<file path="config.mk">
export PLATFORM = sky130hd
export DESIGN_NAME = irq_pulse_dma_power_regs
export DESIGN_NICKNAME = d
export VERILOG_FILES = /design/src/pkg/irq_pwr_pkg.sv /design/src/hw/irq_pulse_dma_power_regs.sv /design/src/hw/tick_divider.sv
export SDC_FILE = /design/constraint.sdc
export NUM_CORES = 1
export LEC_CHECK = 0
export BUFFER_PORTS_ARGS = -buffer_cell sky130_fd_sc_hd__buf_2
export CAP_MARGIN = 10
export CORE_UTILIZATION = 58
export DETAILED_ROUTE_END_ITERATION = 7
export MAX_ROUTING_LAYER = met4
export PLACE_DENSITY = 0.87
export SLEW_MARGIN = 5
export SYNTH_ARGS = -nofsm -noshare
export SYNTH_HDL_FRONTEND = slang
export SYNTH_SLANG_ARGS = --single-unit
</file>
<file path="constraint.sdc">
create_clock -name clk_sys_i -period 4.9 [get_ports clk_sys_i]
set_input_delay 0.245 -clock clk_sys_i [delete_from_list [all_inputs] [get_ports clk_sys_i]]
set_output_delay 0.245 -clock clk_sys_i [all_outputs]
set_load 0.01 [all_outputs]
</file>
<file path="src/pkg/irq_pwr_pkg.sv">
`default_nettype none

package irq_pwr_pkg;

  // Register byte offsets
  localparam logic [11:0] EDGE_IRQ_SHAPING_OFS  = 12'h340;
  localparam logic [11:0] DMA_START_ADDRESS_OFS = 12'h344;
  localparam logic [11:0] POWER_DOWN_CONTROL_OFS = 12'h354;

  // Edge shaping register fields
  localparam int PULSE_LSB   = 0;
  localparam int PULSE_W     = 16;
  localparam int SPACING_LSB = 24;
  localparam int SPACING_W   = 8;
  localparam logic [31:0] EDGE_IRQ_SHAPING_RST = 32'h0000_000F;

  // DMA address field
  localparam int DMA_ADDR_W = 16;

  // Power-down control fields
  localparam int WAKE_LSB      = 16;
  localparam int WAKE_W        = 16;
  localparam int PD_CLK_BIT    = 0;
  localparam int PD_OC1_BIT    = 1;
  localparam int PD_OC2_BIT    = 2;
  localparam int PD_OC3_BIT    = 3;
  localparam int PD_VREG_BIT   = 4;
  localparam int PD_BIAS_BIT   = 5;
  localparam int PD_VBAT_BIT   = 10;
  localparam int PD_PORT2_BIT  = 11;
  localparam int PD_PORT3_BIT  = 12;
  localparam logic [31:0] POWER_DOWN_RST       = 32'h03E8_1BA0;
  localparam logic [15:0] WAKE_RST_16BIT       = 16'h17E8;
  localparam logic [15:0] WAKE_FIXED_16BIT     = 16'h1400;

  // Timing: clock 50 MHz
  localparam int CLK_PERIOD_NS    = 20;
  localparam int MICROFRAME_NS    = 125000;
  localparam int MICROFRAME_CYC   = MICROFRAME_NS / CLK_PERIOD_NS;
  localparam int WAKE_UNIT_NS     = 10000;
  localparam int WAKE_UNIT_CYC    = WAKE_UNIT_NS / CLK_PERIOD_NS;
  localparam int PRESCALE_W       = 13;

endpackage

`default_nettype wire

</file>
<file path="src/hw/irq_pulse_dma_power_regs.sv">
`timescale 1ns/1ps
`default_nettype none

// What this block does
// - Edge mode holds irq high for pulse-length field clock cycles.
// - Pulse-length field resets to 15 clock cycles, the short default.
// - Edge pulses spaced by at least spacing field minus one microframes of 125 us.
// - Level mode ignores spacing entirely.
// - Spacing zero issues each edge pulse at once.
// - DMA start address is a 16-bit write-only value at 0x344.
// - Power-down register holds 16-bit wake window at bits 31:16, reset 03E8.
// - Low power bits: clock, overcurrent, regulator, bias, battery, pulldowns.
// - After wake event stay awake wake-window times 10 us, then suspend.
// - Wake window zero means never wake, stay suspended.
// - 16-bit bus: window resets 17E8, any write fixes it at 1400.
// - Pulldown bit set connects port pulldowns, clear disconnects.
module irq_pulse_dma_power_regs
  import irq_pwr_pkg::*;
#(
  parameter int PULSE_CNT_W = 16
) (
  input  wire logic                   clk_sys_i,
  input  wire logic                   reset_i,
  input  wire logic                   clk_en_i,
  input  wire logic                   bus16_mode_i,
  input  wire logic [11:0]            addr_i,
  input  wire logic                   wr_i,
  input  wire logic                   rd_i,
  input  wire logic [31:0]            wdata_i,
  output logic      [31:0]            rdata_o,
  input  wire logic                   irq_event_i,
  input  wire logic                   irq_level_mode_i,
  input  wire logic                   irq_level_i,
  input  wire logic                   wake_event_i,
  input  wire logic                   normal_restore_i,
  output logic                        irq_o,
  output logic [DMA_ADDR_W-1:0]       dma_start_addr_o,
  output logic                        suspend_o,
  output logic                        host_core_clock_enable_o,
  output logic                        port1_overcurrent_power_o,
  output logic                        port2_overcurrent_power_o,
  output logic                        port3_overcurrent_power_o,
  output logic                        regulator_power_in_suspend_o,
  output logic                        bias_power_in_suspend_o,
  output logic                        battery_detector_power_off_o,
  output logic                        second_port_pulldown_en_o,
  output logic                        third_port_pulldown_en_o
);

  import irq_pwr_pkg::*;

  typedef enum logic [1:0] {IRQ_IDLE, IRQ_PULSE, IRQ_GAP} irq_state_t;

  logic [31:0]            shaping_q;
  logic [31:0]            pwr_q;
  logic                   wake_written_q;
  logic [PULSE_CNT_W-1:0] pulse_cnt_q;
  logic [SPACING_W-1:0]   gap_cnt_q;
  logic                   pending_q;
  irq_state_t             irq_st_q;
  logic [WAKE_W-1:0]      wake_cnt_q;
  logic                   awake_q;
  logic                   uframe_tick;
  logic                   wake_tick;
  logic                   bus16_meta_q;
  logic                   bus16_q;
  logic [PULSE_CNT_W-1:0] pulse_len;
  logic [SPACING_W-1:0]   spacing;
  logic [WAKE_W-1:0]      wake_window;

  assign pulse_len = shaping_q[PULSE_LSB +: PULSE_CNT_W];
  assign spacing   = shaping_q[SPACING_LSB +: SPACING_W];

  // Wake window as seen by the power logic, 16-bit bus overrides
  assign wake_window = !bus16_q ? pwr_q[WAKE_LSB +: WAKE_W] :
                       wake_written_q ? WAKE_FIXED_16BIT :
                       WAKE_RST_16BIT;

  // Time bases: one microframe and one wake unit
  tick_divider #(.PERIOD(MICROFRAME_CYC), .WIDTH(PRESCALE_W)) u_uframe (
    .clk_sys_i (clk_sys_i),
    .reset_i   (reset_i),
    .clk_en_i  (clk_en_i),
    .tick_o    (uframe_tick)
  );

  tick_divider #(.PERIOD(WAKE_UNIT_CYC), .WIDTH(PRESCALE_W)) u_wake (
    .clk_sys_i (clk_sys_i),
    .reset_i   (reset_i),
    .clk_en_i  (clk_en_i),
    .tick_o    (wake_tick)
  );

  // Strap is a pin: two flops before the window mux reads it, reset or not
  always_ff @(posedge clk_sys_i) begin
    if (clk_en_i) begin
      bus16_meta_q <= bus16_mode_i;
      bus16_q      <= bus16_meta_q;
    end
  end

  // Register writes; software keeps reserved bits at reset value
  always_ff @(posedge clk_sys_i) begin
    if (reset_i) begin
      shaping_q        <= EDGE_IRQ_SHAPING_RST;
      pwr_q            <= POWER_DOWN_RST;
      dma_start_addr_o <= '0;
      wake_written_q   <= 1'b0;
    end else if (clk_en_i && wr_i) begin
      case (addr_i)
        EDGE_IRQ_SHAPING_OFS: shaping_q <= wdata_i;
        DMA_START_ADDRESS_OFS: begin
          dma_start_addr_o <= wdata_i[DMA_ADDR_W-1:0];
        end
        POWER_DOWN_CONTROL_OFS: begin
          pwr_q          <= wdata_i;
          wake_written_q <= 1'b1;
        end
        default: ;
      endcase
    end
  end

  // Read mux, registered; DMA address reads zero and changes nothing
  always_ff @(posedge clk_sys_i) begin
    if (reset_i) begin
      rdata_o <= '0;
    end else if (clk_en_i && rd_i) begin
      case (addr_i)
        EDGE_IRQ_SHAPING_OFS:   rdata_o <= shaping_q;
        POWER_DOWN_CONTROL_OFS: begin
          rdata_o <= {wake_window, pwr_q[WAKE_LSB-1:0]};
        end
        default:                rdata_o <= '0;
      endcase
    end
  end

  // Edge pulse shaper with minimum spacing and a pending event
  always_ff @(posedge clk_sys_i) begin
    if (reset_i) begin
      irq_st_q    <= IRQ_IDLE;
      irq_o       <= 1'b0;
      pulse_cnt_q <= '0;
      gap_cnt_q   <= '0;
      pending_q   <= 1'b0;
    end else if (clk_en_i) begin
      if (irq_level_mode_i) begin
        // Level mode passes the source straight on, no spacing
        irq_o     <= irq_level_i;
        irq_st_q  <= IRQ_IDLE;
        pending_q <= 1'b0;
      end else begin
        case (irq_st_q)
          IRQ_IDLE: begin
            if ((irq_event_i || pending_q) && pulse_len != '0) begin
              irq_o       <= 1'b1;
              pulse_cnt_q <= pulse_len - 1'b1;
              pending_q   <= 1'b0;
              irq_st_q    <= IRQ_PULSE;
            end
          end
          IRQ_PULSE: begin
            if (irq_event_i) begin
              pending_q <= 1'b1;
            end
            if (pulse_cnt_q == '0) begin
              irq_o     <= 1'b0;
              gap_cnt_q <= spacing;
              irq_st_q  <= (spacing == '0) ? IRQ_IDLE : IRQ_GAP;
            end else begin
              pulse_cnt_q <= pulse_cnt_q - 1'b1;
            end
          end
          IRQ_GAP: begin
            if (irq_event_i) begin
              pending_q <= 1'b1;
            end
            // Counting whole ticks gives at least spacing-1 full frames
            if (uframe_tick) begin
              if (gap_cnt_q <= SPACING_W'(1)) begin
                irq_st_q <= IRQ_IDLE;
              end else begin
                gap_cnt_q <= gap_cnt_q - 1'b1;
              end
            end
          end
          default: irq_st_q <= IRQ_IDLE;
        endcase
      end
    end
  end

  // Wake window: awake for window count of 10 us units, then suspend
  always_ff @(posedge clk_sys_i) begin
    if (reset_i) begin
      awake_q    <= 1'b0;
      wake_cnt_q <= '0;
      suspend_o  <= 1'b1;
    end else if (clk_en_i) begin
      if (normal_restore_i) begin
        awake_q   <= 1'b0;
        suspend_o <= 1'b0;
      end else if (wake_event_i && wake_window != '0) begin
        awake_q    <= 1'b1;
        wake_cnt_q <= wake_window;
        suspend_o  <= 1'b0;
      end else if (wake_event_i && suspend_o) begin
        suspend_o <= 1'b1;
      end else if (awake_q && wake_tick) begin
        if (wake_cnt_q <= WAKE_W'(1)) begin
          awake_q   <= 1'b0;
          suspend_o <= 1'b1;
        end else begin
          wake_cnt_q <= wake_cnt_q - 1'b1;
        end
      end
    end
  end

  // Power enables, registered copies of control bits
  always_ff @(posedge clk_sys_i) begin
    if (reset_i) begin
      host_core_clock_enable_o     <= POWER_DOWN_RST[PD_CLK_BIT];
      port1_overcurrent_power_o    <= POWER_DOWN_RST[PD_OC1_BIT];
      port2_overcurrent_power_o    <= POWER_DOWN_RST[PD_OC2_BIT];
      port3_overcurrent_power_o    <= POWER_DOWN_RST[PD_OC3_BIT];
      regulator_power_in_suspend_o <= POWER_DOWN_RST[PD_VREG_BIT];
      bias_power_in_suspend_o      <= POWER_DOWN_RST[PD_BIAS_BIT];
      battery_detector_power_off_o <= POWER_DOWN_RST[PD_VBAT_BIT];
      second_port_pulldown_en_o    <= POWER_DOWN_RST[PD_PORT2_BIT];
      third_port_pulldown_en_o     <= POWER_DOWN_RST[PD_PORT3_BIT];
    end else if (clk_en_i) begin
      host_core_clock_enable_o     <= pwr_q[PD_CLK_BIT];
      port1_overcurrent_power_o    <= pwr_q[PD_OC1_BIT];
      port2_overcurrent_power_o    <= pwr_q[PD_OC2_BIT];
      port3_overcurrent_power_o    <= pwr_q[PD_OC3_BIT];
      regulator_power_in_suspend_o <= pwr_q[PD_VREG_BIT];
      bias_power_in_suspend_o      <= pwr_q[PD_BIAS_BIT];
      battery_detector_power_off_o <= pwr_q[PD_VBAT_BIT];
      second_port_pulldown_en_o    <= pwr_q[PD_PORT2_BIT];
      third_port_pulldown_en_o     <= pwr_q[PD_PORT3_BIT];
    end
  end

endmodule

`default_nettype wire

</file>
<file path="src/hw/tick_divider.sv">
`timescale 1ns/1ps
`default_nettype none

// Free-running divider giving a one-cycle tick every PERIOD enabled cycles
module tick_divider #(
  parameter int PERIOD = 6250,
  parameter int WIDTH  = 13
) (
  input  wire logic clk_sys_i,
  input  wire logic reset_i,
  input  wire logic clk_en_i,
  output logic      tick_o
);

  logic [WIDTH-1:0] cnt_q;

  // Wraps at PERIOD-1 and pulses the tick on the wrap
  always_ff @(posedge clk_sys_i) begin
    if (reset_i) begin
      cnt_q  <= '0;
      tick_o <= 1'b0;
    end else if (clk_en_i) begin
      if (cnt_q == WIDTH'(PERIOD - 1)) begin
        cnt_q  <= '0;
        tick_o <= 1'b1;
      end else begin
        cnt_q  <= cnt_q + 1'b1;
        tick_o <= 1'b0;
      end
    end
  end

endmodule

`default_nettype wire

</file>
# --- Word level (Yosys, flattened, before mapping) ---
# Index checks and enable logic that the tools add are counted.
# W data, S select, Z words.
totals:
  reg_bits: 198
  in_bits: 55
  out_inout_bits: 59
  elab_cells: 134
classes:
  add_sub_neg: 6
  order_cmp: 2
  n_eq_ne: 20
  mux: 43
  n_bitwise: 2
  n_reduce_logical: 33
op_table:
  columns: ["cell", "count"]
  rows:
  - ["$mux W16", 7]
  - ["$pmux W32 S2", 1]
  - ["$sub A16 B1 Y16 const B", 3]
  - ["$eq A12 B10 Y1 const B", 3]
  - ["$pmux W16 S2", 1]
  - ["$reduce_bool A16 Y1", 2]
  - ["$add A13 B1 Y13 const B", 2]
  - ["$mux W13", 2]
  - ["$mux W8", 3]
  - ["$mux W1", 18]
  - ["$le A16 B1 Y1 const B", 1]
  - ["$logic_not A16 Y1", 1]
  - ["$pmux W8 S2", 1]
  - ["$reduce_and A5 Y1", 3]
  - ["$eq A13 B13 Y1 const B", 1]
  - ["$eq A13 B9 Y1 const B", 1]
  - ["$mux W2", 6]
  - ["$ne A2 B2 Y1 const B", 6]
  - ["$ne A3 B3 Y1 const B", 4]
  - ["$reduce_and A4 Y1", 3]
  - ["$reduce_bool A3 Y1", 4]
  - ["$mux W10", 1]
  - ["$le A8 B1 Y1 const B", 1]
  - ["$logic_not A8 Y1", 1]
  - ["other kinds (18)", 30]

# --- Logic depth before layout (Yosys ltp) ---
# Gate-level depths: netlist (run 1).
depth:
  ltp_word: 6
  ltp_mapped: 14
  depth_no_buf: 10

# --- By module ---
# A second synthesis (run 1) with hierarchy kept.
hier_totals:
  hier_cells: 1148
  hier_area_um2: 9386.5
modules_own_cells:
  columns: ["module", "n_inst", "cells_per_inst", "area_per_inst_um2", "seq_area_each_um2"]
  rows:
  - ["irq_pulse_dma_power_regs", 1, 1006, 8072.7, 3423.3]
  - ["tick_divider at u_uframe", 1, 74, 693.2, 280.3]
  - ["tick_divider at u_wake", 1, 68, 620.6, 280.3]

# --- Worst setup path after synthesis (run 1) ---
# No wires, ideal clock.
synth_timing:
  path_kind: "flip-flop to flip-flop"
  startpoint: "reg irq_st_q[1]"
  endpoint: "reg pulse_cnt_q[14]"
  setup_ns: 0.116
  arrival_ns: 3.414
  t_required_ns: 4.784
  setup_slack_ns: 1.370
  stages_incl_launch_ff: 15
  n_path_buf: 4
  synth_period_minus_slack_ns: 3.530
  path_cell_list: "dfxtp_1 -> inv_1 -> ha_1 -> clkbuf_1 -> clkbuf_1 -> buf_1 -> buf_1 -> mux2i_1 -> ha_1 -> nor4b_1 -> nor2_1 -> or2_2 -> o2111ai_1 -> o41ai_1 -> a31o_2"
synth_via:
  elab_chain_cells: 3
  elab_cells_between_ends: 7
  cone_classes: "eq/ne: 3; mux: 1; reduce/logical: 3"
synth_lines:
  columns: ["item", "line", "source"]
  rows:
  - ["start: declaration", "irq_pulse_dma_power_regs.sv:60", "irq_state_t irq_st_q;"]
  - ["start signal: assignment", "irq_pulse_dma_power_regs.sv:170", "irq_st_q <= (spacing == '0) ? IRQ_IDLE : IRQ_GAP;"]
  - ["$eq A2 B1 Y1 / $logic_not A2 Y1 (equally long branches)", "irq_pulse_dma_power_regs.sv:154", "case (irq_st_q)"]
  - ["$ne A2 B2 Y1 (no line) / $reduce_bool A2 Y1 (equally long branches)", null, null]
  - ["$reduce_and A5 Y1 (no line)", null, null]
  - ["end signal: assignment", "irq_pulse_dma_power_regs.sv:158", "pulse_cnt_q <= pulse_len - 1'b1;"]
  - ["end signal: assignment", "irq_pulse_dma_power_regs.sv:172", "pulse_cnt_q <= pulse_cnt_q - 1'b1;"]
  - ["end: declaration", "irq_pulse_dma_power_regs.sv:57", "logic [PULSE_CNT_W-1:0] pulse_cnt_q;"]
# Parallel ways exist; a longest one is shown, timed or not.
# A chain may end at the register's enable or synchronous reset.

# --- Final worst setup path (run 1) ---
layout_timing:
  startpoint: "reg irq_st_q[1]"
  endpoint: "reg pulse_cnt_q[8]"
# Same word-level chain as after synthesis.

==> metrics.txt, run 1 <==
most common cell after layout, fill and taps aside dfxtp_1; final WL 24.70 mm; Max Cap Viol 0; CTS tree yes; Tot Pwr 3.420 mW; Leak 4.024 nW; gr ovfl total 0; TNS Setup 0 ns; Slew headroom 0.2793; Net Count, Synth 1214; Worst Tran Pin Value 1.072 ns; Vias/cell 6.255; time the worst path needs with I/O delays and setup 3.400 ns; vias in the first global route 8076; crit-path max FO 25; clock-pin slew on the worst setup and hold paths 0.07 ns; largest family of logic cells by synthesized area simple AND/OR/NAND/NOR gates; crit-path most repeated cell a21oi_1; setup bufs post-CTS 0; Critical-path top delay cell ha_1; Netlist Area Pre-Place 0.009291 mm2; Warnings, synthesis 0; initial antenna violation count 0; most frequent cells in the layout dfxtp_1, nand2_1, nor2_1, buf_2, a21oi_1; P&R area growth vs syn 13.01%; Synth Area in Compound Gates 0.1850; FF+latch count, synth 198; CTS buffer count 17; share of cells above drive strength 1 0.1481; post-synthesis simple-gate area fraction 0.2629; Clock Power Share 0.433; crit path kind reg2reg; Yosys cell types 76; WP data arrival 3.76 ns; Total Nets Final 1277; DR vias 8969; # clock sinks 198; Final HPWL DP 16.48 mm; GP Congestion 0.9175; Die ar. 0.01653 mm2; data required time of the worst path 5.26 ns; max-slew violations 0; status complete, no violations; final hold violation count 0; Critical Path Max Stage Delay 0.72 ns; Synth Flop Type dfxtp_1; I/O pin count 114; 1st-pass router iterations 6; first-pass GRT wire length 40.21 mm; Core ar. 0.01543 mm2; H-tree depth 4; logic gate share of total power 0.080; Sw Ratio 0.2409; switching power 0.8238 mW; Max clock buf depth 2; post-synthesis sequential area ratio 0.4288; XOR/XNOR Fraction of Synth Area 0.02357; RSZ-0062 raised after global routing false; largest net degree at the start of global routing 83; mux cell area share after synthesis 0.03784; power density cells 325.7 mW/mm2; maximum vdd drop 0.0001982 V; Initial DRC Count 1208; Site Rows 45; Synth Area in Adders 0.01616; CP delay by family, top simple AND/OR/NAND/NOR gates; Worst Clk Skew 0.01067 ns; Post-Syn Instances 1147; top achievable clock speed 294.1 MHz; post-synthesis async set-or-reset flop share 0; Sequential Power Share 0.487; antenna-violating nets left 0; per-cell routed wire length 17.22 um; clk_lat worst skew 0.44 ns; final setup vio count 0; fin crit share 0.6940; Post-synth EDFFs 2; Pint 2.596 mW; Starting Density 0.6023; crit path capture type register; total track usage 0.3147; CTS root buffer clkbuf_16; Die W 128.6 um; Min-Delay Path Class in2reg; # resized after CTS 0; Critical path buffers and inverters 2; worst path cell trace inv_1 -> ha_1 -> buf_4 -> nor4b_1 -> o22ai_1 -> or3_1 -> a21oi_1 -> o21ai_0 -> a21oi_1; Avg Cell Area, Syn 8.101 um2; Port Buffer Count 113; Die Span Y 128.6 um; Setup crit start kind register; DRC viols 0
-- worst reg2reg max path: cells and delay by family (launching register included) --
kind	cells	cell delay (ns)
compound gates	4	0.76
buf+inv	2	0.52
flops	1	0.31
fa+ha+maj	1	0.73
simple gates	2	1.01
-- final cells by class --
| class | instances | area [um2] |
|---|---|---|
| fill | 1231 | 4927 |
| multi-input combinational | 848 | 4882 |
| sequential | 198 | 3984 |
| timing repair buffer | 126 | 675.6 |
| clock buffer | 21 | 480.5 |
| tap | 211 | 264.0 |
| clock inverter | 10 | 140.1 |
| inverter | 19 | 71.32 |
| antenna | 1 | 2.502 |
-- power groups by stage --
stage / combinational [mW] / sequential (mW) / clock [mW]
after detailed placement: 0.266 / 1.70 / 0
after global placement: 0.261 / 1.70 / 0
after CTS: 0.269 / 1.67 / 1.49
after global routing: 0.300 / 1.67 / 1.55
after floorplan: 0.171 / 1.70 / 0
final: 0.274 / 1.67 / 1.48
-- state kept, by name (all words and copies together) (netlist names), 2 cells and up --
register and cells:
dma_start_addr_o 16, pulse_cnt_q 16, irq_st_q 2, wake_cnt_q 16
u_wake.cnt_q 13, pwr_q 32, shaping_q 32, rdata_o 32
u_uframe.cnt_q 13, gap_cnt_q 8
-- logic make-up after synthesis --
kind of cell | count (synthesis)
flip-flops | 198
XOR/XNOR | 25
AO/OA/AOI/OAI | 257
adder cells (fa/ha/maj) | 12
AND/OR/NAND/NOR | 519
buffers and inverters | 101
multiplexers | 35
-- final timing paths --
path	endpoint	slack (ns)	depth (start not counted)	from
hold reg to reg	bus16_q$_DFFE_PP_	0.43	0	bus16_meta_q$_DFFE_PP_
setup reg to reg	pulse_cnt_q[8]$_SDFFE_PP0P_	1.50	9	irq_st_q[1]$_SDFFE_PP0P_
setup / recovery	pulse_cnt_q[8]$_SDFFE_PP0P_	1.50	9	irq_st_q[1]$_SDFFE_PP0P_
hold / removal	pwr_q[23]$_SDFFE_PP1P_	0.05	3	wdata_i[23]
-- per-stage QoR --
stage,setup slack [ns],hold WS [ns],std cells,utilization,area (um2)
6_report,1.500,0.05282,1434,0.6806,10500
4_1_cts,1.592,0.04665,1432,0.6795,10480
5_1_grt,1.280,0.05907,1433,0.6805,10500
2_1_floorplan,1.370,0.3439,1147,-,9291
3_3_place_gp,1.663,0.4074,1400,0.6386,9852
3_5_place_dp,1.576,0.4119,1400,0.6386,9852
-- cell usage after synthesis, drive strengths merged, types with 20 or more instances --
cell,number,share of area
a21oi,84,0.046
a221oi,27,0.025
a31oi,21,0.014
buf,26,0.015
clkbuf,56,0.023
dfxtp,196,0.42
mux2i,34,0.037
nand2,192,0.078
nand3,37,0.020
nor2,132,0.054
nor3,47,0.028
o21ai,36,0.019
xor2,20,0.019
-- routing by layer --
layer / global-route usage / wire (um)
met5: - / 0
met4: 0.1647 / 1051
met3: 0.04657 / 1910
met2: 0.4741 / 11170
met1: 0.4096 / 10560
-- repair_timing --
item	CTS	global route
setup endpoints to repair	0	0
hold buffers	1	0
endpoints found under the hold margin	1	0
(Power assumes the default switching activity.)
==> run 2: changes to the inputs <==
--- a/config.mk
+++ b/config.mk
@@ -7,10 +7,10 @@
 export LEC_CHECK = 0
 export BUFFER_PORTS_ARGS = -buffer_cell sky130_fd_sc_hd__buf_2
 export CAP_MARGIN = 10
-export CORE_UTILIZATION = 58
+export CORE_UTILIZATION = 53
 export DETAILED_ROUTE_END_ITERATION = 7
 export MAX_ROUTING_LAYER = met4
-export PLACE_DENSITY = 0.87
+export PLACE_DENSITY = 0.84
 export SLEW_MARGIN = 5
 export SYNTH_ARGS = -nofsm -noshare
 export SYNTH_HDL_FRONTEND = slang
==> constraint.sdc (replaced) <==
create_clock -name clk_sys_i -period 3 [get_ports clk_sys_i]
set_input_delay 0.15 -clock clk_sys_i [delete_from_list [all_inputs] [get_ports clk_sys_i]]
set_output_delay 0.15 -clock clk_sys_i [all_outputs]
set_load 0.01 [all_outputs]
==> run 2 against run 1 <==
Against the previous run: sequential share of layout area is 1.7 points lower; sequential power is 63% higher; setup slack worse by 1.2 ns; non-clock buffer count is 56 higher; via count is 0.77% higher; combinational power is 83% higher; total power is 61% higher; sequential cell count stayed put; global-route usage is 1.9 points lower; register-to-register slack worse by 1.2 ns; clock skew is 0.0025 ns lower; routed wire length is 4.3% higher; critical path type unchanged.
==> metrics.txt, run 2 (synthesized netlist as in run 1, its figures left out) <==
status complete, no violations; gr ovfl total 0 (unchanged); setup bufs post-CTS 0 (unchanged); CTS buffer count 17 (unchanged); clk_lat worst skew 0.44 ns (about the same); most frequent cells in the layout dfxtp_1, nand2_1, nor2_1, buf_2, a21oi_1; max-slew violations 0 (unchanged); final setup vio count 0 (unchanged); P&R area growth vs syn 18.22%; Core ar. 0.01724 mm2 (+12%); CTS tree yes; Initial DRC Count 862 (-29%); Place WS 0.3383 ns (-1.238 ns); data required time of the worst path 3.33 ns (-1.93 ns); Critical Path Max Stage Delay 0.36 ns (-0.36 ns); vias in the first global route 8278 (+2.5%); Die ar. 0.01806 mm2 (+9.3%); largest net degree at the start of global routing 52 (-37%); crit-path most repeated cell ha_1; RSZ-0062 raised after global routing false; first-pass GRT wire length 41.23 mm (+2.5%); Slew headroom 0.4632 (+0.1838); GP Congestion 0.9324 (+1.6%); TNS Setup 0 ns (unchanged); maximum vdd drop 0.0004554 V (+130%); clock-pin slew on the worst setup and hold paths 0.07 ns (about the same); crit path from irq_st_q[1]$_SDFFE_PP0P_; FF/Latch Area 0.003984 mm2 (unchanged); worst path cell trace inv_1 -> ha_1 -> mux2i_1 -> ha_1 -> nor4bb_2 -> nor2_1 -> or2_2 -> o21ai_0 -> nand2_1 -> a31o_2; top achievable clock speed 370.1 MHz (+26%); Site Rows 48 (+6.7%); DR vias 9038 (+0.77%); initial antenna violation count 0 (unchanged); most common cell after layout, fill and taps aside dfxtp_1; Critical path buffers and inverters 1 (-1); 1st-pass router iterations 5 (-1); crit path kind reg2reg; crit-path max FO 7 (-72%); total track usage 0.2956 (-0.01915); fin crit share 0.9007 (+0.2068); Critical-path top delay cell or2_2; antenna-violating nets left 0 (unchanged); Max clock buf depth 2 (unchanged); Vias/cell 6.013 (-3.9%); Leak 4.247 nW (+5.6%); ant diodes 0 (-1); final hold violation count 0 (unchanged); CTS root buffer clkbuf_16; Final HPWL DP 17.12 mm (+3.9%); Layout fillers 1429 (+16%); H-tree depth 4 (unchanged); final WL 25.75 mm (+4.3%); crit path capture type register; Min-Delay Startpoint irq_event_i; power density cells 500.9 mW/mm2 (+54%); Die W 134.4 um (+4.5%); Port Buffer Count 113 (unchanged); Starting Density 0.5391 (-0.06322); Max Cap Viol 0 (unchanged); time the worst path needs with I/O delays and setup 2.702 ns (-0.6982 ns); share of cells above drive strength 1 0.1596 (+0.01151); setup ws final 0.2978 ns (-1.202 ns); Worst Tran Pin Value 0.8052 ns (-0.2668 ns); WP data arrival 3.03 ns (-0.73 ns); Setup crit start kind register; # clock sinks 198 (unchanged); per-cell routed wire length 17.13 um (-0.50%); r2r startpoint irq_st_q[1]$_SDFFE_PP0P_; I/O pin count 114 (unchanged); Worst Clk Skew 0.008174 ns (-0.002494 ns); area of the multi-input gates 0.004895 mm2 (+0.26%); Die Span Y 134.4 um (+4.5%); DRC viols 0 (unchanged); Total Nets Final 1333 (+4.4%); top flop regs pwr_q x32, rdata_o x32, shaping_q x32; Min-Delay Path Class in2reg; CP delay by family, top simple AND/OR/NAND/NOR gates
-- run 2: cell types whose count changed in the layout (fill, tap and decap cells not counted), sizes merged --
cell / before / now
buf: 125 / 148
bufinv: 3 / 2
clkinvlp: 0 / 1
diode: 1 / 0
dlygate4sd3: 1 / 34
-- run 2: metrics by stage --
stage | power [mW] | cell area (um2) | cells | util | hold slack (ns)
2_1_floorplan | 3.062 | 9313 | 1147 | - | 0.2489
3_3_place_gp | 3.223 | 10060 | 1438 | 0.5838 | 0.3390
3_5_place_dp | 3.234 | 10060 | 1438 | 0.5838 | 0.3311
4_1_cts | 5.520 | 10980 | 1503 | 0.6373 | 0.07519
5_1_grt | 5.690 | 10980 | 1503 | 0.6373 | 0.08629
6_report | 5.502 | 10980 | 1503 | 0.6373 | 0.09157
-- run 2: cell type report --
type	instances	share of cell area
Clock buffer	21	0.04192
Clock inverter	10	0.01105
Inverter	19	0.006493
Multi-Input combinational cell	848	0.4456
Sequential cell	198	0.3627
Tap cell	225	0.02563
Timing Repair Buffer	182	0.1066
-- run 2: worst paths after layout --
| check | end | slack (ns) | cells after the start |
|---|---|---|---|
| setup / recovery | pulse_cnt_q[14]$_SDFFE_PP0P_ | 0.30 | 10 |
| hold reg to reg | bus16_q$_DFFE_PP_ | 0.44 | 0 |
| setup reg to reg | pulse_cnt_q[14]$_SDFFE_PP0P_ | 0.30 | 10 |
| hold / removal | pending_q$_SDFFE_PP0P_ | 0.09 | 3 |
-- run 2: worst reg2reg max path, cell delays in order (launching register included) --
cell	delay [ns]
dfxtp_1	0.32
inv_1	0.12
ha_1	0.27
mux2i_1	0.26
ha_1	0.27
nor4bb_2	0.30
nor2_1	0.18
or2_2	0.36
o21ai_0	0.20
nand2_1	0.08
a31o_2	0.24
-- run 2: power breakdown --
group / switching, mW / internal [mW]
clock: 1.01 / 1.28
combinational: 0.303 / 0.199
sequential: 0.0387 / 2.68
total: 1.35 / 4.16
-- run 2: layer usage --
metal,part of all wire,global-route usage
met1,0.44,0.3678
met3,0.062,0.05253
met5,0,-
met4,0.022,0.09675
met2,0.48,0.4850
-- run 2: timing repair --
| item | CTS | global route |
|---|---|---|
| hold endpoints to repair | 72 | 0 |
| hold buffers | 34 | 0 |
| endpoints found under the setup margin | 0 | 0 |
| resized for setup | 0 | 0 |
